==> config.mk <==
export PLATFORM = sky130hd
export DESIGN_NAME = wpr_register_write_protection
export DESIGN_NICKNAME = d
export VERILOG_FILES = /design/src/hdl/wpr_pkg.sv /design/src/hdl/wpr_avalon_slave.sv /design/src/hdl/wpr_prot_bank.sv /design/src/hdl/wpr_register_write_protection.sv
export SDC_FILE = /design/constraint.sdc
export NUM_CORES = 1
export LEC_CHECK = 0
export BUFFER_PORTS_ARGS = -buffer_cell sky130_fd_sc_hd__clkbuf_2
export CAP_MARGIN = 0
export CORE_AREA = 2 2 169 171
export DETAILED_ROUTE_END_ITERATION = 8
export DIE_AREA = 0 0 171 173
export GPL_ROUTABILITY_DRIVEN = 0
export HOLD_SLACK_MARGIN = 0.08
export PLACE_DENSITY = 0.78
export SYNTH_ARGS = -nofsm -noshare
export SYNTH_HDL_FRONTEND = slang
export SYNTH_HIERARCHICAL = 1
export SYNTH_SLANG_ARGS = --single-unit
==> constraint.sdc <==
create_clock -name clk_sys -period 3.1 [get_ports clk_sys]
set_input_delay 0.31 -clock clk_sys [delete_from_list [all_inputs] [get_ports clk_sys]]
set_output_delay 0.31 -clock clk_sys [all_outputs]
set_load 0.005 [all_outputs]
==> src/hdl/wpr_pkg.sv <==
// Constants shared by the register write protection block.
package wpr_pkg;

	// Avalon-MM slave geometry, byte addressed, one 32-bit word per register.
	localparam int WPR_ADDR_W = 8;
	localparam int WPR_DATA_W = 32;
	localparam int WPR_BE_W = 4;

	// Register map.
	localparam logic [7:0] WPR_ADDR_CTRL = 8'h00;
	localparam logic [7:0] WPR_ADDR_CLK_BASE = 8'h10;
	localparam logic [7:0] WPR_ADDR_MODE_BASE = 8'h20;
	localparam logic [7:0] WPR_ADDR_VMON_BASE = 8'h30;

	// Words held by each protected group, and the software reset word in the mode group.
	localparam logic [2:0] WPR_CLK_WORDS = 3'h4;
	localparam logic [2:0] WPR_MODE_WORDS = 3'h4;
	localparam logic [2:0] WPR_VMON_WORDS = 3'h2;
	localparam logic [1:0] WPR_SWRST_IDX = 2'h3;

	// Field layout of write_protect_control.
	localparam int WPR_KEY_LSB = 8;
	localparam int WPR_KEY_MSB = 15;
	localparam int WPR_LOCK_CLK_BIT = 0;
	localparam int WPR_LOCK_MODE_BIT = 1;
	localparam int WPR_LOCK_VMON_BIT = 3;
	localparam logic [7:0] WPR_UNLOCK_KEY = 8'hA5;
	localparam logic [15:0] WPR_UNLOCK_ALL = 16'hA50B;
	localparam logic [15:0] WPR_LOCK_ALL = 16'hA500;

	// Reset values.
	localparam logic WPR_LOCK_RESET = 1'b0;
	localparam logic [31:0] WPR_REG_RESET = 32'h0000_0000;
	localparam logic [31:0] WPR_UNMAPPED_READ = 32'h0000_0000;

endpackage : wpr_pkg

==> src/hdl/wpr_avalon_slave.sv <==
// Avalon-MM handshake with one wait cycle and registered read data.
`timescale 1ns/1ns
module wpr_avalon_slave (
	// Clock and reset.
	input wire logic clk_sys,
	input wire logic rst_b,
	// Bus request.
	input wire logic avs_read,
	input wire logic avs_write,
	input wire logic [wpr_pkg::WPR_DATA_W-1:0] rdWord,
	// Bus answer.
	output logic avs_waitrequest,
	output logic [wpr_pkg::WPR_DATA_W-1:0] avs_readdata,
	output logic accept
);
	import wpr_pkg::*;

	logic waitReq_q;
	logic [WPR_DATA_W-1:0] readData_q;

	// Read data is captured a cycle early so that it stands at the accepting edge.
	always_ff @(posedge clk_sys or negedge rst_b) begin
		if (!rst_b) begin
			waitReq_q <= 1'b1;
		end else if (waitReq_q && (avs_read || avs_write)) begin
			waitReq_q <= 1'b0;
		end else if (!waitReq_q) begin
			waitReq_q <= 1'b1;
		end
	end

	always_ff @(posedge clk_sys or negedge rst_b) begin
		if (!rst_b) begin
			readData_q <= WPR_REG_RESET;
		end else if (waitReq_q && avs_read) begin
			readData_q <= rdWord;
		end
	end

	assign avs_waitrequest = waitReq_q;
	assign avs_readdata = readData_q;
	assign accept = !waitReq_q && (avs_read || avs_write);

endmodule : wpr_avalon_slave

==> src/hdl/wpr_prot_bank.sv <==
// One group of protected registers that accepts writes only while unlocked.
`timescale 1ns/1ns
module wpr_prot_bank #(
	parameter int WORDS = 4
) (
	// Clock and reset.
	input wire logic clk_sys,
	input wire logic rst_b,
	// Write port.
	input wire logic writeEn,
	input wire logic unlock,
	input wire logic [1:0] wordIdx,
	input wire logic [wpr_pkg::WPR_DATA_W-1:0] writeData,
	input wire logic [wpr_pkg::WPR_BE_W-1:0] byteEn,
	// Read port.
	output logic [wpr_pkg::WPR_DATA_W-1:0] readWord
);
	import wpr_pkg::*;

	logic [WORDS-1:0][WPR_DATA_W-1:0] mem;

	// A locked write is dropped without any error or flag.
	always_ff @(posedge clk_sys or negedge rst_b) begin
		if (!rst_b) begin
			mem <= '0;
		end else if (writeEn && unlock) begin
			for (int b = 0; b < WPR_BE_W; b++) begin
				if (byteEn[b]) begin
					mem[wordIdx][b*8 +: 8] <= writeData[b*8 +: 8];
				end
			end
		end
	end

	always_comb begin
		readWord = WPR_UNMAPPED_READ;
		if (int'(wordIdx) < WORDS) begin
			readWord = mem[wordIdx];
		end
	end
endmodule : wpr_prot_bank

==> src/hdl/wpr_register_write_protection.sv <==
// Register write protection unit with its protected groups behind an Avalon-MM slave.
//
// Implementation choices: the Avalon-MM slave port and the register offsets.
`timescale 1ns/1ns

module wpr_register_write_protection (
	// Clock and reset.
	input wire logic clk_sys,
	input wire logic rst_b,
	// Avalon-MM slave.
	input wire logic [wpr_pkg::WPR_ADDR_W-1:0] avs_address,
	input wire logic avs_read,
	input wire logic avs_write,
	input wire logic [wpr_pkg::WPR_DATA_W-1:0] avs_writedata,
	input wire logic [wpr_pkg::WPR_BE_W-1:0] avs_byteenable,
	output logic [wpr_pkg::WPR_DATA_W-1:0] avs_readdata,
	output logic avs_waitrequest,
	// Lock state and software reset request.
	output logic clockRegsUnlock,
	output logic modePowerRegsUnlock,
	output logic voltageMonitorRegsUnlock,
	output logic softwareResetReq
);
	import wpr_pkg::*;

	logic accept;
	logic ctrlHit;
	logic clkHit;
	logic modeHit;
	logic vmonHit;
	logic keyOk;
	logic ctrlWrite;
	logic [1:0] wordIdx;
	logic [WPR_DATA_W-1:0] rdWord;
	logic [WPR_DATA_W-1:0] ctrlWord;
	logic [WPR_DATA_W-1:0] clkWord;
	logic [WPR_DATA_W-1:0] modeWord;
	logic [WPR_DATA_W-1:0] vmonWord;
	logic clockRegsUnlock_q;
	logic modePowerRegsUnlock_q;
	logic voltageMonitorRegsUnlock_q;
	logic softwareResetReq_q;
	logic firstAfterReset_q;

	wpr_avalon_slave uSlave (
		.clk_sys(clk_sys),
		.rst_b(rst_b),
		.avs_read(avs_read),
		.avs_write(avs_write),
		.rdWord(rdWord),
		.avs_waitrequest(avs_waitrequest),
		.avs_readdata(avs_readdata),
		.accept(accept)
	);

	// Address decode; each group owns a 16-byte window and only its populated words.
	assign wordIdx = avs_address[3:2];
	assign ctrlHit = avs_address == WPR_ADDR_CTRL;
	assign clkHit = avs_address[7:4] == WPR_ADDR_CLK_BASE[7:4] && avs_address[1:0] == 2'h0
		&& {1'b0, wordIdx} < WPR_CLK_WORDS;
	assign modeHit = avs_address[7:4] == WPR_ADDR_MODE_BASE[7:4] && avs_address[1:0] == 2'h0
		&& {1'b0, wordIdx} < WPR_MODE_WORDS;
	assign vmonHit = avs_address[7:4] == WPR_ADDR_VMON_BASE[7:4] && avs_address[1:0] == 2'h0
		&& {1'b0, wordIdx} < WPR_VMON_WORDS;

	// The key byte and the lock-bit byte must both be enabled, so a lone low-byte write can never carry the key.
	assign keyOk = avs_byteenable[1:0] == 2'b11
		&& avs_writedata[WPR_KEY_MSB:WPR_KEY_LSB] == WPR_UNLOCK_KEY;
	assign ctrlWrite = accept && avs_write && ctrlHit;

	always_ff @(posedge clk_sys or negedge rst_b) begin
		if (!rst_b) begin
			clockRegsUnlock_q <= WPR_LOCK_RESET;
			modePowerRegsUnlock_q <= WPR_LOCK_RESET;
			voltageMonitorRegsUnlock_q <= WPR_LOCK_RESET;
		end else if (ctrlWrite && keyOk) begin
			clockRegsUnlock_q <= avs_writedata[WPR_LOCK_CLK_BIT];
			modePowerRegsUnlock_q <= avs_writedata[WPR_LOCK_MODE_BIT];
			voltageMonitorRegsUnlock_q <= avs_writedata[WPR_LOCK_VMON_BIT];
		end
	end

	wpr_prot_bank #(
		.WORDS(int'(WPR_CLK_WORDS))
	) uClkBank (
		.clk_sys(clk_sys),
		.rst_b(rst_b),
		.writeEn(accept && avs_write && clkHit),
		.unlock(clockRegsUnlock_q),
		.wordIdx(wordIdx),
		.writeData(avs_writedata),
		.byteEn(avs_byteenable),
		.readWord(clkWord)
	);

	wpr_prot_bank #(
		.WORDS(int'(WPR_MODE_WORDS))
	) uModeBank (
		.clk_sys(clk_sys),
		.rst_b(rst_b),
		.writeEn(accept && avs_write && modeHit),
		.unlock(modePowerRegsUnlock_q),
		.wordIdx(wordIdx),
		.writeData(avs_writedata),
		.byteEn(avs_byteenable),
		.readWord(modeWord)
	);

	wpr_prot_bank #(
		.WORDS(int'(WPR_VMON_WORDS))
	) uVmonBank (
		.clk_sys(clk_sys),
		.rst_b(rst_b),
		.writeEn(accept && avs_write && vmonHit),
		.unlock(voltageMonitorRegsUnlock_q),
		.wordIdx(wordIdx),
		.writeData(avs_writedata),
		.byteEn(avs_byteenable),
		.readWord(vmonWord)
	);

	// A permitted write to the software reset word raises a one-cycle request.
	always_ff @(posedge clk_sys or negedge rst_b) begin
		if (!rst_b) begin
			softwareResetReq_q <= 1'b0;
		end else begin
			softwareResetReq_q <= accept && avs_write && modeHit && wordIdx == WPR_SWRST_IDX
				&& modePowerRegsUnlock_q;
		end
	end

	// Key and reserved positions are never stored, so they read back as zero.
	always_comb begin
		ctrlWord = WPR_REG_RESET;
		ctrlWord[WPR_LOCK_CLK_BIT] = clockRegsUnlock_q;
		ctrlWord[WPR_LOCK_MODE_BIT] = modePowerRegsUnlock_q;
		ctrlWord[WPR_LOCK_VMON_BIT] = voltageMonitorRegsUnlock_q;
	end

	always_comb begin
		rdWord = WPR_UNMAPPED_READ;
		if (ctrlHit) begin
			rdWord = ctrlWord;
		end else if (clkHit) begin
			rdWord = clkWord;
		end else if (modeHit) begin
			rdWord = modeWord;
		end else if (vmonHit) begin
			rdWord = vmonWord;
		end
	end

	assign clockRegsUnlock = clockRegsUnlock_q;
	assign modePowerRegsUnlock = modePowerRegsUnlock_q;
	assign voltageMonitorRegsUnlock = voltageMonitorRegsUnlock_q;
	assign softwareResetReq = softwareResetReq_q;

	// Helper for checking the state seen at the first edge after reset.
	always_ff @(posedge clk_sys or negedge rst_b) begin
		if (!rst_b) begin
			firstAfterReset_q <= 1'b1;
		end else begin
			firstAfterReset_q <= 1'b0;
		end
	end
endmodule : wpr_register_write_protection

==> out/metrics.yaml <==
clock_network:
  clk_pin_slew_ns: 0.06
  clockRootBuffer: "clkbuf_16"
  cts_tree: "done"
  clkSinkCount: 357
  h-tree-depth: 2
  clock_path_buffers: 3
  numCtsBuffers: 38
  ctsResizeCount: 0
  clk_latency_ns: 0.52
worst_setup_path:
  timing.rr.end: "uVmonBank/mem[17]"
  cp-start-kind: "input port"
  rr_worst_depth: 8
  cp-end-kind: "register"
  crit_fanout: 8
  r2r-start: "uSlave/avs_waitrequest"
  required_ns: 3.49
  reg2reg_slack_ns: 0.44
  crit_arrival_ns: 3.15
  path_class: "input port to register"
drt:
  dr.pass1.iters: 4
  drtAntennaViolNets: 0
  post-route-drc-count: 0
  totalWireLength_um: 36300
  num_vias: 9723
  wl_per_cell_um: 22.2
  via_per_inst: 5.95
  drt_iter0_markers: 676
sta:
  period_share_pct: 89.0
  fmax_mhz: 363
  maxSlewHeadroom_pct: 48.8
  fin_tns_setup_ns: 0
  setup-violations-final: 0
  maxSlewViolCount: 0
  tightest_slew_ns: 0.765
  skew_ns: 0.0149
  period_minus_slack_ns: 2.76
  finalHoldViolCount: 0
  rsz0062_at_grt: "false"
power_and_ir_drop:
  powerDensity_nw_per_um2: 509
  vdd_drop_max_v: 0.000406
  p_leak_nw: 9.37
global_route:
  grt_antenna_before_repair: 0
  grt_first_pass_wirelength_um: 59100
  grtUsageTotal_pct: 25.6
  grt_overflow: 0
  gr-usage-met1_pct: 35.0
  grt_busiest_layer: "met2"
  met3_usage_pct: 5.40
  grt_pass1_vias: 10600
  grt_use_met2_pct: 41.8
  grt_max_degree: 87
yosys:
  synth.avg_cell_area_sq_um: 15.0
  ys_seq_area_share_pct: 53.8
  yosys_register_bits: 357
  yosysUniqueCellTypes: 40
  ys_warn_count: 6
  syn_area_sq_um: 16600
  syn_nets: 1157
  syn_inst: 1109
placed_design:
  hpwl_um: 22700
  dp.cells: 1565
  port_buffers: 84
floorplanning:
  die_w_um: 171
  chipHeight_um: 173
  placementRows: 61
  die_area_sq_um: 29600
  coreArea_sq_um: 27600
  boundaryPins: 85
  start_util_pct: 60.2
min_path:
  hold_start: "avs_write"
  hold_end: "uSlave/avs_waitrequest"
  min_delay_path_depth: 3
  hold_path_class: "input port to register"
final_layout:
  final_common_cell: "dfrtp_1"
  finalNonFillerCells: 1635
  final_net_count: 1277
  n_antenna_cell: 0
  layout_common_cells: "dfrtp_1 (356), mux2_2 (290), clkbuf_2 (81), mux4_2 (64), mux2_4 (62)"
  area_growth_syn_to_layout_pct: 14.0
  final_util_pct: 68.6
  drive_above_1_share_pct: 51.2
run:
  max_cap_viol_count: 0
status:
  status: "finished clean"
logic make-up after synthesis:
kind of cell | synth area share, %
multiplexers | 36.1
flip-flops | 53.8
AND/OR/NAND/NOR | 6.06
AO/OA/AOI/OAI | 2.09
buffers and inverters | 2.04
layer usage:
layer,up-vias,part of all wire [%]
li1,4299,-
met2,236,49
met4,0,2.6
met1,5121,44
met3,67,4.9
met5,-,0
stage by stage:
stage / area (sq um) / power (mW) / hold WS (ns) / setup slack (ns)
3_3_place_gp: 17700 / 5.18 / 0.327 / 0.237
5_1_grt: 18900 / 9.96 / 0.0965 / 0.226
2_1_floorplan: 16600 / 4.93 / 0.0144 / 0.512
3_5_place_dp: 17700 / 5.18 / 0.325 / 0.167
6_report: 18900 / 9.64 / 0.101 / 0.341
4_1_cts: 18900 / 9.72 / 0.0878 / 0.411
worst max-delay path by stage:
stage,startpoint,endpoint,slack [ns]
after floorplan,avs_address[1],uClkBank/mem[16],0.51
after global placement,avs_address[1],uVmonBank/mem[17],0.24
after detailed placement,avs_address[1],uVmonBank/mem[17],0.17
after CTS,avs_read,uVmonBank/mem[17],0.41
after global routing,avs_read,uVmonBank/mem[17],0.23
final,avs_read,uVmonBank/mem[17],0.34
synth_stat cells (all sizes together):
| master | instances | share of area [%] |
|---|---|---|
| a21oi | 35 | 1.1 |
| a22oi | 3 | 0.14 |
| and3 | 1 | 0.038 |
| and4 | 1 | 0.053 |
| and4b | 1 | 0.060 |
| buf | 32 | 1.5 |
| clkbuf | 24 | 0.55 |
| dfrtp | 356 | 54 |
| dfstp | 1 | 0.16 |
| mux2 | 355 | 25 |
| mux2i | 32 | 1.9 |
| mux4 | 64 | 8.7 |
| nand2 | 34 | 0.81 |
| nand2b | 13 | 0.53 |
| nand3 | 11 | 0.36 |
| nand4 | 2 | 0.075 |
| nand4b | 1 | 0.053 |
| nor2 | 63 | 1.9 |
| nor2b | 36 | 1.4 |
| nor3 | 1 | 0.030 |
| nor3b | 1 | 0.11 |
| nor4 | 2 | 0.17 |
| nor4b | 2 | 0.11 |
| nor4bb | 1 | 0.060 |
| o21ai | 30 | 0.90 |
| or3 | 6 | 0.23 |
| or4 | 1 | 0.068 |
what timing repair did:
action | CTS | global route
buffers inserted | 0 | 0
hold buffers | 2 | 0
hold endpoints to repair | 68 | 0
sequential cells by signal (all words and copies together) (netlist names):
register and flops:
uVmonBank/mem 64, uSlave/avs_readdata 32, voltageMonitorRegsUnlock 1, uModeBank/mem 128
softwareResetReq 1, clockRegsUnlock 1, modePowerRegsUnlock 1, uSlave/avs_waitrequest 1
uClkBank/mem 128
power breakdown:
part	internal, mW	leakage, nW	total, mW	switching (mW)
Clock	2.74	0.623	4.54	1.80
Sequential	4.66	4.99	4.67	0.00242
Combinational	0.122	3.76	0.431	0.309
layout make-up:
cell class,instances,area (sq um)
Tap cell,378,473
Clock inverter,7,66.3
Sequential cell,357,8930
Clock buffer,61,1200
Multi-Input combinational cell,696,7350
Fill cell,1973,8680
Timing Repair Buffer,136,922
critical path, cell delays in order:
cell and delay, ns:
dlygate4sd3_1 0.52, clkbuf_2 0.14, nor2_1 0.05, nor2_1 0.28, nand2_1 0.18, nor4b_1 0.48
buf_4 0.22, nand3_1 0.09, or3_1 0.32, buf_4 0.21, mux2_4 0.33
Note: power is estimated with default switching activity, not from simulation.
